$ cat config.mk
export PLATFORM = sky130hd
export DESIGN_NAME = dtc_timer_core
export DESIGN_NICKNAME = d
export VERILOG_FILES = /design/src/shared/dtc_pkg.sv /design/src/dtc_pin_sampler.sv /design/src/dtc_baud_gen.sv /design/src/dtc_timer_core.sv
export SDC_FILE = /design/constraint.sdc
export NUM_CORES = 1
export LEC_CHECK = 0
export BUFFER_PORTS_ARGS = -buffer_cell sky130_fd_sc_hd__buf_4
export CORE_MARGIN = 5
export CORE_UTILIZATION = 55
export DETAILED_ROUTE_END_ITERATION = 6
export PLACE_DENSITY = 0.76
export SLEW_MARGIN = 5
export SYNTH_ARGS = -nofsm -noshare
export SYNTH_HDL_FRONTEND = slang
export SYNTH_HIERARCHICAL = 1
export SYNTH_SLANG_ARGS = --single-unit
$ cat constraint.sdc
create_clock -name clk_sys -period 1.9 [get_ports clk_sys]
set_clock_uncertainty 0.15 [all_clocks]
set_input_delay 0 -clock clk_sys [delete_from_list [all_inputs] [get_ports clk_sys]]
set_output_delay 0 -clock clk_sys [all_outputs]
set_load 0.02 [all_outputs]
$ cat src/shared/dtc_pkg.sv
// Constants, types and register map of the dual timer/counter.
// Assumes a single 50 MHz system clock and an 8-bit register port.
`default_nettype none

package dtc_pkg;

	// ==========================================================
	// Timing
	// ==========================================================
	localparam int CLK_HZ = 50_000_000;
	localparam int MC_CLOCKS = 6;
	localparam logic [2:0] MC_FIRST = 3'h0;
	localparam logic [2:0] MC_LAST = 3'(MC_CLOCKS - 1);

	// ==========================================================
	// Register map
	// ==========================================================
	localparam logic [7:0] ADDR_POWER_CONTROL_REG = 8'h87;
	localparam logic [7:0] ADDR_RUN = 8'h88;
	localparam logic [7:0] ADDR_TIMER_MODE_CONTROL = 8'h89;
	localparam logic [7:0] ADDR_TL0 = 8'h8a;
	localparam logic [7:0] ADDR_TL1 = 8'h8b;
	localparam logic [7:0] ADDR_TH0 = 8'h8c;
	localparam logic [7:0] ADDR_TH1 = 8'h8d;
	localparam logic [7:0] ADDR_AUX = 8'h8e;

	// Field positions
	localparam int TM_T0_MODE_LSB = 0;
	localparam int TM_CT0 = 2;
	localparam int TM_GATE0 = 3;
	localparam int TM_T1_MODE_LSB = 4;
	localparam int RC_TR0 = 4;
	localparam int RC_TF0 = 5;
	localparam int RC_TR1 = 6;
	localparam int RC_TF1 = 7;
	localparam int PC_BAUD_DBL = 7;
	localparam int AX_TOG_EN = 0;
	localparam int AX_CT1 = 1;

	// Reset values and masks
	localparam logic [7:0] REG_RESET = 8'h00;
	localparam logic [7:0] TIMER_MODE_CONTROL_WMASK = 8'h3f;
	localparam logic BIT_RESET = 1'b0;
	localparam logic TOG_RESET = 1'b1;
	localparam logic [2:0] SYNC_RESET = 3'h0;
	localparam logic [3:0] DIV16_RESET = 4'h0;
	localparam logic [3:0] DIV16_LAST = 4'hf;
	localparam logic [4:0] PRESC_LAST = 5'h1f;
	localparam logic [7:0] BYTE_MAX = 8'hff;

	// ==========================================================
	// Types
	// ==========================================================
	typedef enum logic [1:0] {
		MODE_13BIT = 2'b00,
		MODE_16BIT = 2'b01,
		MODE_SPLIT = 2'b11,
		MODE_RELOAD = 2'b10
	} dtc_mode_e;

	typedef struct packed {
		logic [7:0] addr;
		logic [7:0] wdata;
		logic wr;
		logic rd;
	} dtc_bus_req_s;

	typedef struct packed {
		logic [7:0] tl;
		logic [7:0] th;
		logic ovf;
	} dtc_step_s;

endpackage

`default_nettype wire

$ cat src/dtc_pin_sampler.sv
// Synchroniser and once-per-machine-cycle sampler for one input pin.
// Assumes mc_tick is a one-cycle pulse every machine cycle.
`default_nettype none

module dtc_pin_sampler (
	input wire logic clk_sys,
	input wire logic rst_n,
	input wire logic pin,
	input wire logic mc_tick,
	output logic level,
	output logic fall_seen
);
	import dtc_pkg::*;

	typedef struct packed {
		logic [2:0] sync;
		logic stable;
		logic smp;
		logic fall;
	} dtc_smp_s;

	dtc_smp_s q, d;

	// ==========================================================
	// Next state
	// ==========================================================
	always_comb begin
		d = q;
		d.sync = {q.sync[1:0], pin};
		// Only the second and third stage decide, the first is metastable
		if (q.sync[1] == q.sync[2]) begin
			d.stable = q.sync[2];
		end
		if (mc_tick) begin
			d.smp = q.stable;
			d.fall = q.smp & ~q.stable; // see [RULE_04]
		end
	end

	always_ff @(posedge clk_sys or negedge rst_n) begin
		if (!rst_n) begin
			q <= '{sync: SYNC_RESET, stable: BIT_RESET, smp: BIT_RESET,
				fall: BIT_RESET};
		end else begin
			q <= d;
		end
	end

	assign level = q.stable;
	// Held for one whole machine cycle so the count lands in the next one
	assign fall_seen = q.fall; // see [RULE_05]

	// ==========================================================
	// Checks
	// ==========================================================
	a_fall_holds: assert property ( // see [RULE_05]
		@(posedge clk_sys) disable iff (!rst_n)
		(mc_tick && q.smp && !q.stable) |=> fall_seen [*6])
		else $error("fall not held for a machine cycle");

	a_fall_cause: assert property ( // see [RULE_04]
		@(posedge clk_sys) disable iff (!rst_n)
		$rose(fall_seen) |-> $past(mc_tick) && $past(q.smp))
		else $error("fall seen without high then low sample");

endmodule

`default_nettype wire

$ cat src/dtc_baud_gen.sv
// Serial baud ticks derived from timer 1 overflow pulses.
// Assumes t1_ovf is a one-cycle pulse on the system clock.
`default_nettype none

module dtc_baud_gen (
	input wire logic clk_sys,
	input wire logic rst_n,
	input wire logic t1_ovf,
	input wire logic baud_double,
	output logic x16_tick,
	output logic bit_tick
);
	import dtc_pkg::*;

	typedef struct packed {
		logic half;
		logic [3:0] div16;
		logic x16;
		logic bit_t;
	} dtc_baud_s;

	dtc_baud_s q, d;

	// ==========================================================
	// Next state
	// ==========================================================
	always_comb begin
		d = q;
		d.x16 = 1'b0;
		d.bit_t = 1'b0;
		if (t1_ovf) begin
			// Undoubled rate halves the overflows first: bit = ovf / 32
			if (baud_double || q.half) begin // see [RULE_10]
				d.x16 = 1'b1;
				d.half = 1'b0;
			end else begin
				d.half = 1'b1;
			end
		end
		if (q.x16) begin // see [RULE_11]
			d.div16 = q.div16 + 4'h1;
			d.bit_t = (q.div16 == DIV16_LAST);
		end
	end

	always_ff @(posedge clk_sys or negedge rst_n) begin
		if (!rst_n) begin
			q <= '{half: BIT_RESET, div16: DIV16_RESET, x16: BIT_RESET,
				bit_t: BIT_RESET};
		end else begin
			q <= d;
		end
	end

	assign x16_tick = q.x16;
	assign bit_tick = q.bit_t;

	// ==========================================================
	// Checks
	// ==========================================================
	a_double_rate: assert property ( // see [RULE_10]
		@(posedge clk_sys) disable iff (!rst_n)
		(t1_ovf && baud_double) |=> x16_tick)
		else $error("doubled baud missed an overflow");

	a_tick_cause: assert property ( // see [RULE_11]
		@(posedge clk_sys) disable iff (!rst_n)
		x16_tick |-> $past(t1_ovf))
		else $error("baud tick without timer 1 overflow");

endmodule

`default_nettype wire

$ cat src/dtc_timer_core.sv
// Dual 16-bit timer/counter with mode register and baud output.
// Assumes a register master with one-cycle strobes; read data valid
// in the cycle after the read strobe.
// How it works
// [RULE_01] Timer function counts one per machine cycle.
// [RULE_02] Two timers, each timer or event counter.
// [RULE_03] Timer 0 overflow may toggle its pin.
// [RULE_04] Count input sampled per machine cycle, falls count.
// [RULE_05] Count shows the cycle after the fall.
// [RULE_06] Source holds each level one machine cycle.
// [RULE_07] Mode bit 2 picks clock or pin source.
// [RULE_08] Two-bit mode field per timer in mode register.
// [RULE_09] Modes: 13-bit, 16-bit, 8-bit auto-reload.
// [RULE_10] Baud doubling bit resets clear, doubles rate.
// [RULE_11] Timer 1 overflow sets serial baud rate.
// [RULE_12] Gate makes timer 0 need interrupt pin high.
// [RULE_13] Mode 3 splits timer 0, stops timer 1.
//
// Added by the designer: the strobed register port.
`default_nettype none

module dtc_timer_core (
	input wire logic clk_sys,
	input wire logic rst_n,
	input wire dtc_pkg::dtc_bus_req_s bus_req,
	output logic [7:0] rd_data,
	input wire logic count_input_zero_in,
	output logic count_input_zero_out,
	output logic count_input_zero_oe,
	input wire logic count_input_one,
	input wire logic ext_irq_zero_pin,
	output logic overflow_flag_zero,
	output logic overflow_flag_one,
	output logic baud_x16_tick,
	output logic baud_bit_tick
);
	import dtc_pkg::*;

	typedef struct packed {
		logic [2:0] mc_cnt;
		logic [7:0] timer_mode_control;
		logic tr0;
		logic tr1;
		logic tf0;
		logic tf1;
		logic [7:0] tl0;
		logic [7:0] th0;
		logic [7:0] tl1;
		logic [7:0] th1;
		logic baud_dbl;
		logic tog_en;
		logic ct1;
		logic tog;
		logic [7:0] rdata;
	} dtc_core_s;

	dtc_core_s q, d;

	logic mc_tick;
	logic irq_level;
	logic [1:0] pin_fall;
	dtc_mode_e mode0, mode1;
	logic ct0, gate0, run0, run1, inc0, inc1, inc_th0;
	logic wr_any, ovf0, ovf1, ovf_th0, split0;
	dtc_step_s st0, st1;

	// ==========================================================
	// Helpers
	// ==========================================================
	function automatic logic wr_hit(input dtc_bus_req_s r,
		input logic [7:0] a);
		wr_hit = r.wr && (r.addr == a);
	endfunction

	// One increment of a timer in the given mode
	function automatic dtc_step_s timer_step(input dtc_mode_e m,
		input logic [7:0] tl, input logic [7:0] th, input logic inc);
		dtc_step_s s;
		s.tl = tl;
		s.th = th;
		s.ovf = 1'b0;
		if (inc) begin
			unique case (m)
				MODE_13BIT: begin // see [RULE_09]
					// Low five bits prescale, upper three bits are kept
					s.tl[4:0] = tl[4:0] + 5'h01;
					if (tl[4:0] == PRESC_LAST) begin
						s.th = th + 8'h01;
						s.ovf = (th == BYTE_MAX);
					end
				end
				MODE_16BIT: begin // see [RULE_09]
					s.tl = tl + 8'h01;
					if (tl == BYTE_MAX) begin
						s.th = th + 8'h01;
						s.ovf = (th == BYTE_MAX);
					end
				end
				MODE_RELOAD: begin // see [RULE_09]
					if (tl == BYTE_MAX) begin
						s.tl = th;
						s.ovf = 1'b1;
					end else begin
						s.tl = tl + 8'h01;
					end
				end
				MODE_SPLIT: begin // see [RULE_13]
					s.tl = tl + 8'h01;
					s.ovf = (tl == BYTE_MAX);
				end
			endcase
		end
		return s;
	endfunction

	// ==========================================================
	// Pin samplers: [0] timer 0 count pin, [1] timer 1 count pin
	// ==========================================================
	logic [1:0] pin_raw;
	assign pin_raw = {count_input_one, count_input_zero_in};

	genvar gi;
	generate
		for (gi = 0; gi < 2; gi++) begin : g_cnt_pin
			dtc_pin_sampler u_smp (
				.clk_sys(clk_sys),
				.rst_n(rst_n),
				.pin(pin_raw[gi]),
				.mc_tick(mc_tick),
				.level(),
				.fall_seen(pin_fall[gi])
			);
		end
	endgenerate

	// Interrupt pin only feeds the gate, so its falls are unused
	dtc_pin_sampler u_irq_smp (
		.clk_sys(clk_sys),
		.rst_n(rst_n),
		.pin(ext_irq_zero_pin),
		.mc_tick(mc_tick),
		.level(irq_level),
		.fall_seen()
	);

	// ==========================================================
	// Count enables
	// ==========================================================
	always_comb begin
		mc_tick = (q.mc_cnt == MC_LAST); // see [RULE_01]
		mode0 = dtc_mode_e'(q.timer_mode_control[TM_T0_MODE_LSB +: 2]); // see [RULE_08]
		mode1 = dtc_mode_e'(q.timer_mode_control[TM_T1_MODE_LSB +: 2]); // see [RULE_08]
		ct0 = q.timer_mode_control[TM_CT0];
		gate0 = q.timer_mode_control[TM_GATE0];
		split0 = (mode0 == MODE_SPLIT);
		wr_any = bus_req.wr;
		// Gate adds the interrupt pin to the run bit
		run0 = q.tr0 && (!gate0 || irq_level); // see [RULE_12]
		// While timer 0 is split, its high byte owns timer 1's run bit,
		// so timer 1 keeps running for the baud rate
		run1 = split0 ? 1'b1 : q.tr1;
		// Clock source or pin falls, per timer
		inc0 = mc_tick && run0 && (ct0 ? pin_fall[0] : 1'b1); // see [RULE_07]
		inc1 = mc_tick && run1 && (mode1 != MODE_SPLIT) // see [RULE_13]
			&& (q.ct1 ? pin_fall[1] : 1'b1); // see [RULE_02]
		inc_th0 = split0 && mc_tick && q.tr1; // see [RULE_13]
		st0 = timer_step(mode0, q.tl0, q.th0, inc0); // see [RULE_04]
		st1 = timer_step(mode1, q.tl1, q.th1, inc1);
		ovf_th0 = inc_th0 && (q.th0 == BYTE_MAX);
		ovf0 = st0.ovf;
		ovf1 = split0 ? ovf_th0 : st1.ovf;
	end

	// ==========================================================
	// Next state and register port
	// ==========================================================
	always_comb begin
		d = q;
		d.mc_cnt = mc_tick ? MC_FIRST : q.mc_cnt + 3'h1; // see [RULE_01]
		d.tl0 = st0.tl;
		d.th0 = st0.th;
		d.tl1 = st1.tl;
		d.th1 = st1.th;
		if (inc_th0) begin
			d.th0 = q.th0 + 8'h01;
		end
		if (ovf0 && q.tog_en) begin
			d.tog = ~q.tog; // see [RULE_03]
		end

		// Software writes take the byte over a same-cycle increment
		if (wr_hit(bus_req, ADDR_TIMER_MODE_CONTROL)) begin
			d.timer_mode_control = bus_req.wdata & TIMER_MODE_CONTROL_WMASK;
		end
		if (wr_hit(bus_req, ADDR_RUN)) begin
			d.tr0 = bus_req.wdata[RC_TR0];
			d.tr1 = bus_req.wdata[RC_TR1];
			d.tf0 = bus_req.wdata[RC_TF0];
			d.tf1 = bus_req.wdata[RC_TF1];
		end
		if (wr_hit(bus_req, ADDR_TL0)) begin
			d.tl0 = bus_req.wdata;
		end
		if (wr_hit(bus_req, ADDR_TH0)) begin
			d.th0 = bus_req.wdata;
		end
		if (wr_hit(bus_req, ADDR_TL1)) begin
			d.tl1 = bus_req.wdata;
		end
		if (wr_hit(bus_req, ADDR_TH1)) begin
			d.th1 = bus_req.wdata;
		end
		if (wr_hit(bus_req, ADDR_POWER_CONTROL_REG)) begin
			d.baud_dbl = bus_req.wdata[PC_BAUD_DBL]; // see [RULE_10]
		end
		if (wr_hit(bus_req, ADDR_AUX)) begin
			d.tog_en = bus_req.wdata[AX_TOG_EN];
			d.ct1 = bus_req.wdata[AX_CT1];
		end

		// Hardware set wins over a software clear in the same cycle
		if (ovf0) begin
			d.tf0 = 1'b1;
		end
		if (ovf1) begin
			d.tf1 = 1'b1;
		end

		d.rdata = REG_RESET;
		if (bus_req.rd) begin
			case (bus_req.addr)
				ADDR_TIMER_MODE_CONTROL: d.rdata = q.timer_mode_control;
				ADDR_RUN: begin
					d.rdata[RC_TR0] = q.tr0;
					d.rdata[RC_TF0] = q.tf0;
					d.rdata[RC_TR1] = q.tr1;
					d.rdata[RC_TF1] = q.tf1;
				end
				ADDR_TL0: d.rdata = q.tl0;
				ADDR_TH0: d.rdata = q.th0;
				ADDR_TL1: d.rdata = q.tl1;
				ADDR_TH1: d.rdata = q.th1;
				ADDR_POWER_CONTROL_REG: d.rdata[PC_BAUD_DBL] = q.baud_dbl;
				ADDR_AUX: begin
					d.rdata[AX_TOG_EN] = q.tog_en;
					d.rdata[AX_CT1] = q.ct1;
				end
				default: d.rdata = REG_RESET;
			endcase
		end
	end

	always_ff @(posedge clk_sys or negedge rst_n) begin
		if (!rst_n) begin
			q <= '{mc_cnt: MC_FIRST, timer_mode_control: REG_RESET, tr0: BIT_RESET,
				tr1: BIT_RESET, tf0: BIT_RESET, tf1: BIT_RESET,
				tl0: REG_RESET, th0: REG_RESET, tl1: REG_RESET,
				th1: REG_RESET, baud_dbl: BIT_RESET, tog_en: BIT_RESET,
				ct1: BIT_RESET, tog: TOG_RESET, rdata: REG_RESET};
		end else begin
			q <= d;
		end
	end

	// ==========================================================
	// Outputs and baud generator
	// ==========================================================
	assign rd_data = q.rdata;
	assign count_input_zero_out = q.tog;
	// Driving the pin makes it an output; counting from it then sees
	// our own toggles, which is a programming error left to software
	assign count_input_zero_oe = q.tog_en; // see [RULE_03]
	assign overflow_flag_zero = q.tf0;
	assign overflow_flag_one = q.tf1;

	dtc_baud_gen u_baud (
		.clk_sys(clk_sys),
		.rst_n(rst_n),
		.t1_ovf(st1.ovf), // see [RULE_11]
		.baud_double(q.baud_dbl),
		.x16_tick(baud_x16_tick),
		.bit_tick(baud_bit_tick)
	);

	// ==========================================================
	// Checks
	// ==========================================================
	a_mc_period: assert property ( // see [RULE_01]
		@(posedge clk_sys) disable iff (!rst_n)
		mc_tick |=> !mc_tick [*5] ##1 mc_tick)
		else $error("machine cycle is not six clocks");

	a_timer_step: assert property ( // see [RULE_01]
		@(posedge clk_sys) disable iff (!rst_n)
		(mc_tick && q.tr0 && !gate0 && !ct0 && mode0 == MODE_16BIT
			&& !wr_any)
		|=> q.tl0 == 8'($past(q.tl0) + 8'h01))
		else $error("timer 0 did not step on machine cycle");

	a_hold_between: assert property ( // see [RULE_05]
		@(posedge clk_sys) disable iff (!rst_n)
		(!mc_tick && !wr_any) |=> $stable(q.tl0) && $stable(q.tl1))
		else $error("count moved between machine cycles");

	a_count_fall: assert property ( // see [RULE_04]
		@(posedge clk_sys) disable iff (!rst_n)
		(ct0 && !pin_fall[0] && !wr_any) |=> $stable(q.tl0))
		else $error("counter moved without a pin fall");

	a_gate_block: assert property ( // see [RULE_12]
		@(posedge clk_sys) disable iff (!rst_n)
		(gate0 && !irq_level && !wr_any) |=> $stable(q.tl0))
		else $error("gated timer 0 counted with pin low");

	a_pin_toggle: assert property ( // see [RULE_03]
		@(posedge clk_sys) disable iff (!rst_n)
		(ovf0 && q.tog_en && !wr_any)
		|=> count_input_zero_out != $past(count_input_zero_out)
			&& overflow_flag_zero)
		else $error("overflow did not toggle pin");

	a_reload_low: assert property ( // see [RULE_09]
		@(posedge clk_sys) disable iff (!rst_n)
		(inc0 && mode0 == MODE_RELOAD && q.tl0 == BYTE_MAX && !wr_any)
		|=> q.tl0 == $past(q.th0) && overflow_flag_zero)
		else $error("reload mode did not reload low byte");

	a_t1_stopped: assert property ( // see [RULE_13]
		@(posedge clk_sys) disable iff (!rst_n)
		(mode1 == MODE_SPLIT && !wr_any)
		|=> $stable(q.tl1) && $stable(q.th1))
		else $error("timer 1 ran in mode 3");

	a_mode_source: assert property ( // see [RULE_07]
		@(posedge clk_sys) disable iff (!rst_n)
		(mc_tick && run0 && ct0 && pin_fall[0] && mode0 == MODE_16BIT
			&& !wr_any)
		|=> q.tl0 == 8'($past(q.tl0) + 8'h01))
		else $error("counter function missed a pin fall");

endmodule

`default_nettype wire

* Word-level counts from Yosys, hierarchy flattened
Index checks and enable logic that the tools add are counted.
** Storage, ports and cells
- Flip-flop bits (word level) :: 80
- Bits in latches :: 0
- Bits in writable memories :: 0
- ROM bits :: 0
- Input bits :: 23
- Output and inout bits :: 14
- Logic and storage cells :: 153
- Memories kept :: 0
** Operators by class
- Add/sub/neg operators :: 8
- $mul :: 0
- Divide/modulo/power cells :: 0
- Order comparisons :: 0
- Eq/ne operators :: 30
- Shift operators :: 0
- Muxes and demuxes :: 40
- Bitwise operators :: 5
- Reductions and logical operators :: 39
** Operators with widths (number)
- == test 8 bit (second input constant) :: 12
- two-way mux 8 bit :: 8
- two-way mux 9 bit :: 4
- two-way mux 17 bit :: 2
- adder 8 x 1 -> 8 bit (second input constant) :: 4
- one-hot mux 8 bit (2 select lines) :: 2
- one-hot mux 5 bit (3 select lines) :: 2
- logical AND 1 bit :: 18
- one-hot mux 3 bit (6 select lines) :: 1
- two-way mux 1 bit :: 12
- one-hot mux 2 bit (6 select lines) :: 1
- one-hot mux 3 bit (2 select lines) :: 2
- nonzero test 3 bit :: 4
- adder 5 x 1 -> 5 bit (second input constant) :: 2
- == test 5 bit (second input constant) :: 2
- one-hot mux 2 bit (5 select lines) :: 1
- nonzero test 2 bit :: 5
- == test 2 bit (second input constant) :: 4
- != test 4 bit (second input constant) :: 2
- one-hot mux 1 bit (4 select lines) :: 2
- AND reduction 4 bit :: 2
- != test 3 bit (second input constant) :: 2
- one-hot mux 1 bit (6 select lines) :: 1
- adder 4 x 1 -> 4 bit (second input constant) :: 1
- 16 further kinds :: 26

* Logic depth before layout (Yosys ltp)
Gate-level depths: netlist of the first run.
- Word-level depth :: 8
- Mapped depth :: 9
- Gate-level depth less buffers :: 9

* Hierarchy
The synthesis of the first run kept the hierarchy.
** Modules (own cells, without submodules)
- dtc_timer_core :: instances 1, cells each 420, area an instance 3843.7 um2, seq. area each 1427.6 um2
- dtc_pin_sampler :: instances 3, cells each 11, area an instance 192.7 um2, seq. area each 150.1 um2
- dtc_baud_gen :: instances 1, cells each 19, area an instance 264.0 um2, seq. area each 175.2 um2

* Least setup slack after synthesis of the first run
Ideal clock, no wire load.
- Path kind :: register to register
- From :: register q[20] (netlist bit)
- To :: register u_baud/q[6] (netlist bit)
- Setup time :: 0.125 ns
- Arrival time :: 1.854 ns
- Data required time :: 1.625 ns
- Slack :: -0.228 ns
- Cell stages (with the launch flop) :: 10
- Buffers on the path :: 0
- Clock period less this slack :: 2.128 ns
- Cell sequence :: dfrtp_1 -> ha_1 -> nand3_1 -> inv_1 -> ha_1 -> nand2b_1 -> nor2_1 -> o2111ai_1 -> a21boi_0 -> mux2_2
** RTL lines
- start: declaration :: line dtc_timer_core.sv:57 : dtc_core_s q, d;
- start signal: assignment :: line dtc_timer_core.sv:255 : q <= '{mc_cnt: MC_FIRST, timer_mode_control: REG_RESET, tr0: BIT_RESET,
- end signal: assignment :: line dtc_baud_gen.sv:48 : q <= '{half: BIT_RESET, div16: DIV16_RESET, x16: BIT_RESET,
- end: declaration :: line dtc_baud_gen.sv:22 : dtc_baud_s q, d;

* Worst setup path in the final report of the first run
- From :: register q[57] (netlist bit)
- To :: register q[42] (netlist bit)
** On the way
- Longest elaborated chain between the ends :: 5
** RTL lines
- == test 3 bit :: line dtc_timer_core.sv:150 : mc_tick = (q.mc_cnt == MC_LAST);
- logical AND 1 bit (2 in series) :: line dtc_timer_core.sv:163 : inc0 = mc_tick && run0 && (ct0 ? pin_fall[0] : 1'b1);
- nonzero test 2 bit (no source line)
- AND reduction 2 bit (no source line)
No other way between the ends.
A chain may end at the register's enable or synchronous reset.

==> results of run 1 <==
## routing by layer
layer / global-route usage (%) / wire length [µm]
met3: 4.890 / 1371
met1: 37.49 / 5813
met2: 43.21 / 7036
met5: 0 / 0
met4: 13.60 / 816
## sequential cells by signal, summed over array words and instances (netlist names), 2 cells and up
name                       count
q                             39
rd_data                        8
u_baud/q                       5
g_cnt_pin.u_smp/d              4
g_cnt_pin.u_smp/q              4
g_cnt_pin.u_smp/fall_seen      2
g_cnt_pin.u_smp/level          2
mode0                          2
mode1                          2
u_irq_smp/d                    2
## area by class of cell
cell class / count / area [µm²] / area share (%)
timing repair buffer: 152 / 1282 / 19.62
sequential: 80 / 2008 / 30.72
multi-input combinational: 343 / 2851 / 43.63
inverter: 19 / 75.07 / 1.149
clock inverter: 6 / 60.06 / 0.9188
tap: 105 / 131.4 / 2.010
clock buffer: 10 / 127.6 / 1.953
## how the worst min path moves through the flow
stage	from	end	slack, ns	depth (start not counted)
after global routing	bus_req[14]	rd_data[6]$_DFF_PN0_	0.06	5
after detailed placement	rst_n	q[27]$_DFFE_PN0P_	-0.25	1
after CTS	bus_req[10]	rd_data[7]$_DFF_PN0_	0.009	5
after floorplan	rst_n	count_input_zero_oe$_DFFE_PN0P_	-0.45	0
final	bus_req[14]	rd_data[6]$_DFF_PN0_	-0.02	5
after global placement	rst_n	q[27]$_DFFE_PN0P_	-0.25	1
## tightest hold or removal path: stages
cell and delay (ns):
buf_4 0.09, nor4b_2 0.04, buf_4 0.14, nand4_1 0.11, nor2_1 0.05
## power by group
group / internal, mW / total, mW / switching [mW]
clock network: 0.600 / 1.22 / 0.615
registers: 1.83 / 1.99 / 0.159
logic: 0.769 / 1.57 / 0.801
## repair_timing
action                                  in CTS  in global routing
endpoints found under the hold margin      134                  0
endpoints found under the setup margin      30                 42
setup buffers                                6                 13
pin swaps                                   23                 30
cloned                                       2                  1
resized for setup                           38                 75
hold buffers                                22                  0
==> results.rst, run 1 <==
.. list-table::
   :header-rows: 1

   * - Metric
     - Value
   * - Worst vdd rail ir drop
     - 0.4398 mV
   * - Fmax
     - 486.8 MHz
   * - Hold Path Class
     - in2reg
   * - Cell at the slowest stage of the critical path
     - dfrtp_1
   * - Capture point of the worst reg-to-reg path
     - q[42]$_DFFE_PN0P_
   * - Final Hold Slack
     - -0.01861 ns
   * - Number of antenna violations at the first check in global routing
     - 0
   * - Largest driver fanout on the critical path
     - 4
   * - Area growth from synthesis to layout
     - 41.96%
   * - Layout net count
     - 635
   * - Utilization after layout
     - 79.95%
   * - Worst-case headroom to the max-slew limit
     - 41.33%
   * - Least setup slack across all paths after layout
     - -0.1544 ns
   * - Synth Net Count
     - 496
   * - Worst path cell trace
     - nand4b_1, buf_4, buf_4, nor4_1, buf_4, a31oi_1, mux2_2
   * - Clock latency of the later-clocked register in the worst-skew pair
     - 0.36 ns
   * - Period utilisation layout
     - 108.1%
   * - Clock-pin slew reported for the worst setup and hold paths after clock tree synthesis
     - 0.08 ns
   * - Setup CP Type
     - reg2reg
   * - Area inside the core boundary
     - 0.008175 mm²
   * - Detail-routed via count per cell
     - 6.407
   * - Cell repeated most along the worst path
     - buf_4
   * - Endpoints failing setup
     - 24
   * - Residual overflow from global routing
     - 0
   * - Unrepaired setup endpoints after global routing
     - true
   * - Via count of the first global-routing pass
     - 4276
   * - Post-Place Cell Area
     - 0.005514 mm²
   * - Fill cell count
     - 470
   * - Pre-CTS setup slack
     - -0.1027 ns
   * - CTS tree
     - yes
   * - First-pass iteration count of the detailed router
     - 5
   * - Residual antenna-violating net count after detailed routing
     - 0
   * - Root buffer selected by CTS
     - clkbuf_8
   * - Count of vias placed by the detailed router
     - 4581
   * - Total clock buffers created by CTS
     - 9
   * - Half-perimeter wire length after placement
     - 9669 µm
   * - Most common library cell in the layout ignoring fill and taps
     - buf_4
   * - I/O pin total
     - 37
   * - Setup_tns
     - -1.704 ns
   * - Violations in the final reports
     - negative hold slack, negative setup slack
   * - Register-to-Register Path Depth
     - 7
   * - Dominant delay contributor by cell family on the critical path
     - simple AND/OR/NAND/NOR gates
   * - Power consumption
     - 4.772 mW
   * - Total GRT Usage
     - 27.72%
   * - Most frequent cells in the layout
     - buf_4 (112), dfrtp_1 (75), nand2_1 (41), nor2_1 (32)
   * - Maximum capacitance violations
     - 0
   * - Maximum clock insertion buffer count
     - 2
   * - Finished Cell Area
     - 0.006536 mm²
   * - Measured slew at the worst slew-check pin
     - 0.8800 ns
   * - Post-synthesis instance total
     - 466
   * - CP startpoint
     - q[57]$_DFF_PN0_
   * - Count of endpoints failing hold in the final timing report
     - 1
   * - Clock period minus worst slack
     - 2.054 ns
   * - Per-instance average area after synthesis
     - 9.881 µm²
   * - Result of the run
     - complete, but fails checks
   * - Standard-cell row count
     - 33
   * - Combined buffer and inverter count along the critical path
     - 3
   * - Post-synthesis instance area
     - 0.004604 mm²
   * - Num Clock Sinks
     - 80
   * - Number of pins with negative max-slew slack in the final report
     - 0
   * - Delay of the slowest critical-path stage
     - 0.40 ns
   * - Worst-case register-to-register setup slack
     - -0.15 ns
   * - RR Startpoint
     - q[57]$_DFF_PN0_
   * - Pin count of the biggest net entering global routing
     - 61
   * - Number of levels in the clock H-tree
     - 3
   * - Port buffer count
     - 36
   * - Element type at the critical path end
     - flop
   * - Die Outline Area
     - 0.01030 mm²
   * - CP Depth
     - 7
   * - Worst Path Arrival
     - 2.14 ns
   * - Antenna diode count
     - 0
   * - Finished Layout Cells
     - 715
   * - Average wire length per cell after detail routing
     - 21.03 µm
   * - Violation count after the first detailed-route iteration
     - 456
   * - Type of element launching the critical path
     - flop
   * - Ratio of total power to cell area
     - 730.1 mW/mm²
   * - Count of yosys warnings during synthesis
     - 6
   * - Starting utilization of the core area
     - 56.32%
   * - End point of the critical path
     - q[42]$_DFFE_PN0P_
   * - Die X
     - 101.5 µm
   * - Leakage power of the design
     - 2.845 nW
   * - Required time at the worst-slack endpoint
     - 1.99 ns
   * - Die height
     - 101.5 µm
   * - Placed instance count
     - 658
   * - Wire length of the first global-routing pass
     - 21800 µm
   * - Wirelength, routed
     - 15040 µm
   * - Gp weighted congestion
     - 0.9497
   * - Number of DRC violations after detailed routing
     - 0
   * - Fraction of final layout cells sized beyond drive strength 1
     - 42.13%
Power figures use the tool's default switching activity.
==> run 2, diff against run 1 <==
Settings changed: MAX_ROUTING_LAYER set to met4.
==> run 2 against run 1 <==
  * The flow still finishes with violations (negative hold slack, negative setup slack)
  * Setup slack better by 0.084 ns
  * Die area unchanged
  * Global-route usage up 1.6 points
  * Clock-buffer cell count down 1
==> results.rst, run 2 (synthesis results as in run 1) <==
.. list-table::
   :header-rows: 1

   * - Metric
     - Value
   * - First-pass iteration count of the detailed router
     - 5 (unchanged)
   * - Root buffer selected by CTS
     - clkbuf_8 (unchanged)
   * - Capture point of the worst reg-to-reg path
     - u_baud/q[6]$_DFFE_PN0P_ (was q[42]$_DFFE_PN0P_)
   * - Violations in the final reports
     - negative hold slack, negative setup slack (unchanged)
   * - Period utilisation layout
     - 103.7% (was 108.1%)
   * - Measured slew at the worst slew-check pin
     - 0.5698 ns (was 0.8800 ns)
   * - Least setup slack across all paths after layout
     - -0.06989 ns (was -0.1544 ns)
   * - Wirelength, routed
     - 14770 µm (was 15040 µm)
   * - Final Hold Slack
     - -0.04768 ns (was -0.01861 ns)
   * - Most frequent cells in the layout
     - buf_4 (127), dfrtp_1 (77), nand2_1 (42), nor2_1 (34), nand3_1 (22) (was buf_4 (112), dfrtp_1 (75), nand2_1 (41), nor2_1 (32))
   * - Worst vdd rail ir drop
     - 0.4640 mV (was 0.4398 mV)
   * - Number of levels in the clock H-tree
     - 3 (unchanged)
   * - Via count of the first global-routing pass
     - 4249 (was 4276)
   * - Hold wc startpoint
     - bus_req[16] (was bus_req[14])
   * - Half-perimeter wire length after placement
     - 9619 µm (was 9669 µm)
   * - Result of the run
     - complete, but fails checks (unchanged)
   * - Maximum capacitance violations
     - 0 (unchanged)
   * - Endpoints failing setup
     - 16 (was 24)
   * - Unrepaired setup endpoints after global routing
     - true (unchanged)
   * - Number of flip-flops under the largest register name
     - 39 (unchanged)
   * - Fmax
     - 507.6 MHz (was 486.8 MHz)
   * - Total clock buffers created by CTS
     - 9 (unchanged)
   * - Pin count of the biggest net entering global routing
     - 43 (was 61)
   * - Clock period minus worst slack
     - 1.970 ns (was 2.054 ns)
   * - Standard-cell row count
     - 33 (unchanged)
   * - Fill cell count
     - 502 (was 470)
   * - Worst Path Arrival
     - 2.07 ns (was 2.14 ns)
   * - Wire length of the first global-routing pass
     - 22280 µm (was 21800 µm)
   * - Fraction of final layout cells sized beyond drive strength 1
     - 40.55% (was 42.13%)
   * - Highest-utilization routing layer at the global route stage
     - met2 (unchanged)
   * - Worst-case headroom to the max-slew limit
     - 62.01% (was 41.33%)
   * - Leakage power of the design
     - 2.819 nW (was 2.845 nW)
   * - Die height
     - 101.5 µm (unchanged)
   * - Area inside the core boundary
     - 0.008175 mm² (unchanged)
   * - Count of endpoints failing hold in the final timing report
     - 5 (was 1)
   * - Met2 layer usage reported by global route
     - 45.47% (was 43.21%)
   * - Global routing met1 resource utilization
     - 38.79% (was 37.49%)
   * - Type of element launching the critical path
     - flop (unchanged)
   * - Required time at the worst-slack endpoint
     - 2.00 ns (was 1.99 ns)
   * - Gp weighted congestion
     - 1.013 (was 0.9497)
   * - Count of vias placed by the detailed router
     - 4484 (was 4581)
   * - Number of antenna violations at the first check in global routing
     - 0 (unchanged)
   * - Area growth from synthesis to layout
     - 38.97% (was 41.96%)
   * - Power consumption
     - 4.795 mW (was 4.772 mW)
   * - Antenna diode count
     - 0 (unchanged)
   * - Utilization after layout
     - 78.27% (was 79.95%)
   * - Port buffer count
     - 36 (unchanged)
   * - Clock latency of the later-clocked register in the worst-skew pair
     - 0.37 ns (was 0.36 ns)
   * - Total GRT Usage
     - 29.28% (was 27.72%)
   * - Met3 track demand over resource
     - 4.752% (was 4.890%)
   * - Most flop-heavy register
     - q (unchanged)
   * - Hold Path Class
     - in2reg (unchanged)
   * - Worst Hold Depth
     - 5 (unchanged)
   * - Register-to-Register Path Depth
     - 9 (was 7)
   * - Clock-pin slew reported for the worst setup and hold paths after clock tree synthesis
     - 0.11 ns (was 0.08 ns)
   * - Layout net count
     - 639 (was 635)
   * - WHS Endpoint
     - rd_data[6]$_DFF_PN0_ (unchanged)
   * - Die Outline Area
     - 0.01030 mm² (unchanged)
   * - Most common library cell in the layout ignoring fill and taps
     - buf_4 (unchanged)
   * - Num Clock Sinks
     - 80 (unchanged)
   * - Residual overflow from global routing
     - 0 (unchanged)
   * - Setup_tns
     - -0.3988 ns (was -1.704 ns)
   * - Element type at the critical path end
     - flop (unchanged)
   * - Ratio of total power to cell area
     - 749.4 mW/mm² (was 730.1 mW/mm²)
   * - Worst-case register-to-register setup slack
     - -0.07 ns (was -0.15 ns)
   * - CTS tree
     - yes (unchanged)
   * - Die X
     - 101.5 µm (unchanged)
   * - I/O pin total
     - 37 (unchanged)
   * - Number of DRC violations after detailed routing
     - 0 (unchanged)
   * - Largest driver fanout on the critical path
     - 3 (was 4)
   * - Number of pins with negative max-slew slack in the final report
     - 0 (unchanged)
   * - Violation count after the first detailed-route iteration
     - 451 (was 456)
   * - Detail-routed via count per cell
     - 6.236 (was 6.407)
   * - Average wire length per cell after detail routing
     - 20.54 µm (was 21.03 µm)
   * - RR Startpoint
     - q[21]$_DFFE_PN0P_ (was q[57]$_DFF_PN0_)
   * - Maximum clock insertion buffer count
     - 2 (unchanged)
   * - Starting utilization of the core area
     - 56.32% (unchanged)
   * - Residual antenna-violating net count after detailed routing
     - 0 (unchanged)
   * - Setup CP Type
     - reg2reg (unchanged)
run 2: metrics by stage:
| step | setup slack, ns | cell area, µm² | instances |
|---|---|---|---|
| 2_1_floorplan | -0.07581 | 4654 | 466 |
| 4_1_cts | -0.06006 | 6148 | 710 |
| 3_3_place_gp | -0.07464 | 5544 | 662 |
| 3_5_place_dp | -0.1267 | 5544 | 662 |
| 5_1_grt | -0.1325 | 6399 | 719 |
| 6_report | -0.06989 | 6399 | 719 |
run 2: layout make-up:
cell class / instances / area, µm² / share of cell area [%]
Clock inverter: 7 / 86.33 / 1.349
Inverter: 19 / 71.32 / 1.115
Tap cell: 105 / 131.4 / 2.053
Clock buffer: 9 / 123.9 / 1.936
Multi-Input combinational cell: 342 / 2696 / 42.14
Timing Repair Buffer: 157 / 1284 / 20.06
Sequential cell: 80 / 2006 / 31.35
run 2: worst max-delay path by stage:
stage | startpoint | to | slack (ns) | cells past startpoint
after floorplan | q[20]$_DFFE_PN0P_ | u_baud/q[6]$_DFFE_PN0P_ | -0.08 | 9
after global placement | q[57]$_DFF_PN0_ | q[32]$_DFFE_PN0P_ | -0.07 | 6
after detailed placement | q[21]$_DFFE_PN0P_ | u_baud/q[6]$_DFFE_PN0P_ | -0.13 | 9
after CTS | q[20]$_DFFE_PN0P_ | u_baud/q[6]$_DFFE_PN0P_ | -0.06 | 9
after global routing | q[57]$_DFF_PN0_ | q[27]$_DFFE_PN0P_ | -0.13 | 6
final | q[21]$_DFFE_PN0P_ | u_baud/q[6]$_DFFE_PN0P_ | -0.07 | 9
run 2: report_power, final:
part	internal, mW	switching [mW]
Combinational	0.716	0.754
Sequential	1.83	0.139
Clock	0.640	0.721
run 2: timing repair:
item,CTS,global route
hold buffers,20,0
setup buffers,11,12
setup endpoints to repair,32,42
pin swaps,14,27
hold endpoints to repair,136,0
gates resized for setup,27,49
cloned,1,0
run 2: metal layers:
| layer | vias to the layer above | part of all wire [%] | routed length, µm |
|---|---|---|---|
| met5 | - | 0 | 0 |
| met4 | 0 | 4.2 | 618 |
| met3 | 57 | 8.1 | 1193 |
| met2 | 241 | 47 | 6896 |
| met1 | 2193 | 41 | 6058 |
| li1 | 1993 | - | - |
run 2: critical path, cell delays in order (launching register included):
cell and delay, ns:
dfrtp_1 0.41, ha_4 0.17, nand3_4 0.09, inv_2 0.08, ha_4 0.13, nand2b_4 0.06, nor2_4 0.10, o2111ai_2 0.13
a21boi_2 0.22, mux2_4 0.31
==> run 3, diff against run 2 <==
Settings changed: CELL_PAD_IN_SITES_DETAIL_PLACEMENT set to 2, CELL_PAD_IN_SITES_GLOBAL_PLACEMENT set to 2, CORE_UTILIZATION 55 to 35, PLACE_DENSITY 0.76 to 0.75.
==> run 3 against run 2 <==
  * The run ends with negative setup slack left
  * Final area up 16%
  * Maximum frequency down 14%
  * Setup slack worse by 0.32 ns
  * Routed wire length up 110%
  * Critical path depth down 1
  * Global-route usage up 4.2 points
  * Sequential cell count unchanged
  * Clock-buffer cell count up 2
  * Total power up 27%
  * Critical path type unchanged
  * Critical endpoint is now q[34]$_DFFE_PN0P_
  * Largest power group is now combinational logic
==> results.rst, run 3 (synthesis results as in run 1) <==
.. list-table::
   :header-rows: 1

   * - Metric
     - Value
   * - Most flop-heavy register
     - q (unchanged)
   * - Number of levels in the clock H-tree
     - 3 (unchanged)
   * - Clock-pin slew reported for the worst setup and hold paths after clock tree synthesis
     - 0.08 ns (was 0.11 ns)
   * - Hold Path Class
     - in2async (was in2reg)
   * - Clock network power share
     - 31.6% (was 28.4%)
   * - Type of element launching the critical path
     - flop (unchanged)
   * - Most frequent cells in the layout
     - buf_4 (148), dfrtp_1 (73), nand2_1 (42), nor2_1 (28), buf_6 (25) (was buf_4 (127), dfrtp_1 (77), nand2_1 (42), nor2_1 (34), nand3_1 (22))
   * - Standard-cell row count
     - 42 (was 33)
   * - Pin count of the biggest net entering global routing
     - 42 (was 43)
   * - I/O pin total
     - 37 (unchanged)
   * - Finished Cell Area
     - 0.007395 mm² (was 0.006399 mm²)
   * - Number of pins with negative max-slew slack in the final report
     - 0 (unchanged)
   * - Clock period minus worst slack
     - 2.285 ns (was 1.970 ns)
   * - Setup CP Type
     - reg2reg (unchanged)
   * - Residual antenna-violating net count after detailed routing
     - 0 (unchanged)
   * - RR Startpoint
     - q[57]$_DFF_PN0_ (was q[21]$_DFFE_PN0P_)
   * - Starting utilization of the core area
     - 35.19% (was 56.32%)
   * - Fraction of power spent switching nets
     - 37.52% (was 33.64%)
   * - Violations in the final reports
     - negative setup slack (was negative hold slack, negative setup slack)
   * - Worst-case register-to-register setup slack
     - -0.38 ns (was -0.07 ns)
   * - Maximum capacitance violations
     - 0 (unchanged)
   * - Number of flip-flops under the largest register name
     - 39 (unchanged)
   * - Period utilisation layout
     - 120.3% (was 103.7%)
   * - Die X
     - 124.7 µm (was 101.5 µm)
   * - Layout net count
     - 675 (was 639)
   * - Area inside the core boundary
     - 0.01309 mm² (was 0.008175 mm²)
   * - Count of endpoints failing hold in the final timing report
     - 0 (was 5)
   * - Worst-case headroom to the max-slew limit
     - 57.33% (was 62.01%)
   * - Port buffer count
     - 36 (unchanged)
   * - Die Outline Area
     - 0.01555 mm² (was 0.01030 mm²)
   * - Fmax
     - 437.7 MHz (was 507.6 MHz)
   * - Finished Layout Cells
     - 827 (was 719)
   * - Worst vdd rail ir drop
     - 0.8829 mV (was 0.4640 mV)
   * - Endpoints failing setup
     - 43 (was 16)
   * - Root buffer selected by CTS
     - clkbuf_16 (was clkbuf_8)
   * - Maximum clock insertion buffer count
     - 2 (unchanged)
   * - Capture point of the worst reg-to-reg path
     - q[34]$_DFFE_PN0P_ (was u_baud/q[6]$_DFFE_PN0P_)
   * - Most common library cell in the layout ignoring fill and taps
     - buf_4 (unchanged)
   * - Switching pwr
     - 2.279 mW (was 1.613 mW)
   * - Largest driver fanout on the critical path
     - 5 (was 3)
   * - Result of the run
     - complete, but fails checks (unchanged)
   * - Detail-routed via count per cell
     - 6.599 (was 6.236)
   * - Ratio of total power to cell area
     - 821.5 mW/mm² (was 749.4 mW/mm²)
   * - Worst Path Arrival
     - 2.40 ns (was 2.07 ns)
   * - Element type at the critical path end
     - flop (unchanged)
   * - Clock latency of the later-clocked register in the worst-skew pair
     - 0.37 ns (about the same)
   * - Least setup slack across all paths after layout
     - -0.3849 ns (was -0.06989 ns)
   * - Count of vias placed by the detailed router
     - 5457 (was 4484)
   * - Total GRT Usage
     - 33.47% (was 29.28%)
   * - Gp weighted congestion
     - 0.9240 (was 1.013)
   * - Residual overflow from global routing
     - 0 (unchanged)
   * - Measured slew at the worst slew-check pin
     - 0.6312 ns (was 0.5698 ns)
   * - Design internal power
     - 3.795 mW (was 3.182 mW)
   * - Number of DRC violations after detailed routing
     - 0 (unchanged)
   * - Wirelength, routed
     - 31140 µm (was 14770 µm)
   * - Leakage power of the design
     - 3.158 nW (was 2.819 nW)
   * - Num Clock Sinks
     - 80 (unchanged)
   * - Via count of the first global-routing pass
     - 5754 (was 4249)
   * - Combinational fraction of design power
     - 35.4% (was 30.6%)
   * - Fill cell count
     - 1261 (was 502)
   * - Post-Place Cell Area
     - 0.005816 mm² (was 0.005544 mm²)
   * - Register share of total power
     - 33.0% (was 41.0%)
   * - Required time at the worst-slack endpoint
     - 2.02 ns (was 2.00 ns)
   * - Power consumption
     - 6.074 mW (was 4.795 mW)
   * - Die height
     - 124.7 µm (was 101.5 µm)
   * - Number of antenna violations at the first check in global routing
     - 1 (was 0)
   * - CTS tree
     - yes (unchanged)
   * - Area growth from synthesis to layout
     - 60.60% (was 38.97%)
   * - Wire length of the first global-routing pass
     - 37930 µm (was 22280 µm)
   * - Register-to-Register Path Depth
     - 8 (was 9)
   * - Total clock buffers created by CTS
     - 9 (unchanged)
   * - Violation count after the first detailed-route iteration
     - 497 (was 451)
   * - First-pass iteration count of the detailed router
     - 6 (was 5)
   * - Final Hold Slack
     - 0.03935 ns (was -0.04768 ns)
   * - Half-perimeter wire length after placement
     - 14000 µm (was 9619 µm)
   * - Fraction of final layout cells sized beyond drive strength 1
     - 53.23% (was 40.55%)
   * - Placed instance count
     - 759 (was 662)
   * - Average wire length per cell after detail routing
     - 37.65 µm (was 20.54 µm)
   * - Unrepaired setup endpoints after global routing
     - true (unchanged)
run 3: worst max-delay path, cell delays in order, from the launching register on:
cell	delay (ns)
dfrtp_1	0.39
nand4b_1	0.27
buf_4	0.21
nor4_4	0.30
buf_4	0.20
a21o_4	0.16
buf_6	0.14
a31oi_4	0.10
o211ai_1	0.24
run 3: how the worst max path moves through the flow:
stage                      start                       to  slack (ns)  cells past startpoint
2_1_floorplan  q[20]$_DFFE_PN0P_  u_baud/q[6]$_DFFE_PN0P_       -0.08                      9
3_3_place_gp   q[36]$_DFFE_PN0P_        q[28]$_DFFE_PN0P_       -0.25                      5
3_5_place_dp   q[36]$_DFFE_PN0P_        q[28]$_DFFE_PN0P_       -0.41                      6
4_1_cts          q[57]$_DFF_PN0_        q[39]$_DFFE_PN0P_       -0.11                      6
5_1_grt          q[58]$_DFF_PN0_        q[34]$_DFFE_PN0P_       -0.44                      8
6_report         q[57]$_DFF_PN0_        q[34]$_DFFE_PN0P_       -0.38                      8
run 3: cell type report:
cell class	instances	area (µm²)	share of cell area [%]
Sequential cell	80	2011	27.19
Antenna cell	1	2.502	0.03384
Multi-Input combinational cell	342	3153	42.64
Clock buffer	11	242.7	3.283
Clock inverter	5	56.30	0.7614
Inverter	19	71.32	0.9645
Timing Repair Buffer	193	1638	22.15
Tap cell	176	220.2	2.978
run 3: per-stage QoR:
stage,TNS (ns),setup slack [ns],utilization (%)
detailed placement,-7.576,-0.4073,44.44
finish,-9.307,-0.3849,56.51
floorplan,-0.1697,-0.07581,-
global placement,-3.869,-0.2479,44.44
CTS,-1.226,-0.1058,51.94
global route,-10.84,-0.4448,56.51
run 3: repair_timing:
action | in CTS | in global routing
setup endpoints to repair | 38 | 40
pin swaps | 36 | 39
hold buffers | 14 | 0
setup buffers | 14 | 23
gates resized for setup | 98 | 92
gates cloned | 1 | 0
hold endpoints to repair | 135 | 0
run 3: power by group through the flow:
| stage | logic [mW] | clock network [mW] | registers (mW) |
|---|---|---|---|
| 6_report | 2.15 | 1.92 | 2.01 |
| 5_1_grt | 2.20 | 2.00 | 2.01 |
| 2_1_floorplan | 0.608 | 0 | 1.98 |
| 3_5_place_dp | 1.33 | 0 | 1.98 |
| 4_1_cts | 1.59 | 1.84 | 1.95 |
| 3_3_place_gp | 1.24 | 0 | 1.97 |
run 3: layer usage:
metal | global-route usage [%] | share of wire, % | vias to the layer above
li1 | - | - | 2064
met1 | 37.25 | 38 | 2846
met2 | 53.88 | 48 | 400
met3 | 8.105 | 8.1 | 147
met4 | 21.21 | 6.1 | 0
met5 | - | 0 | -
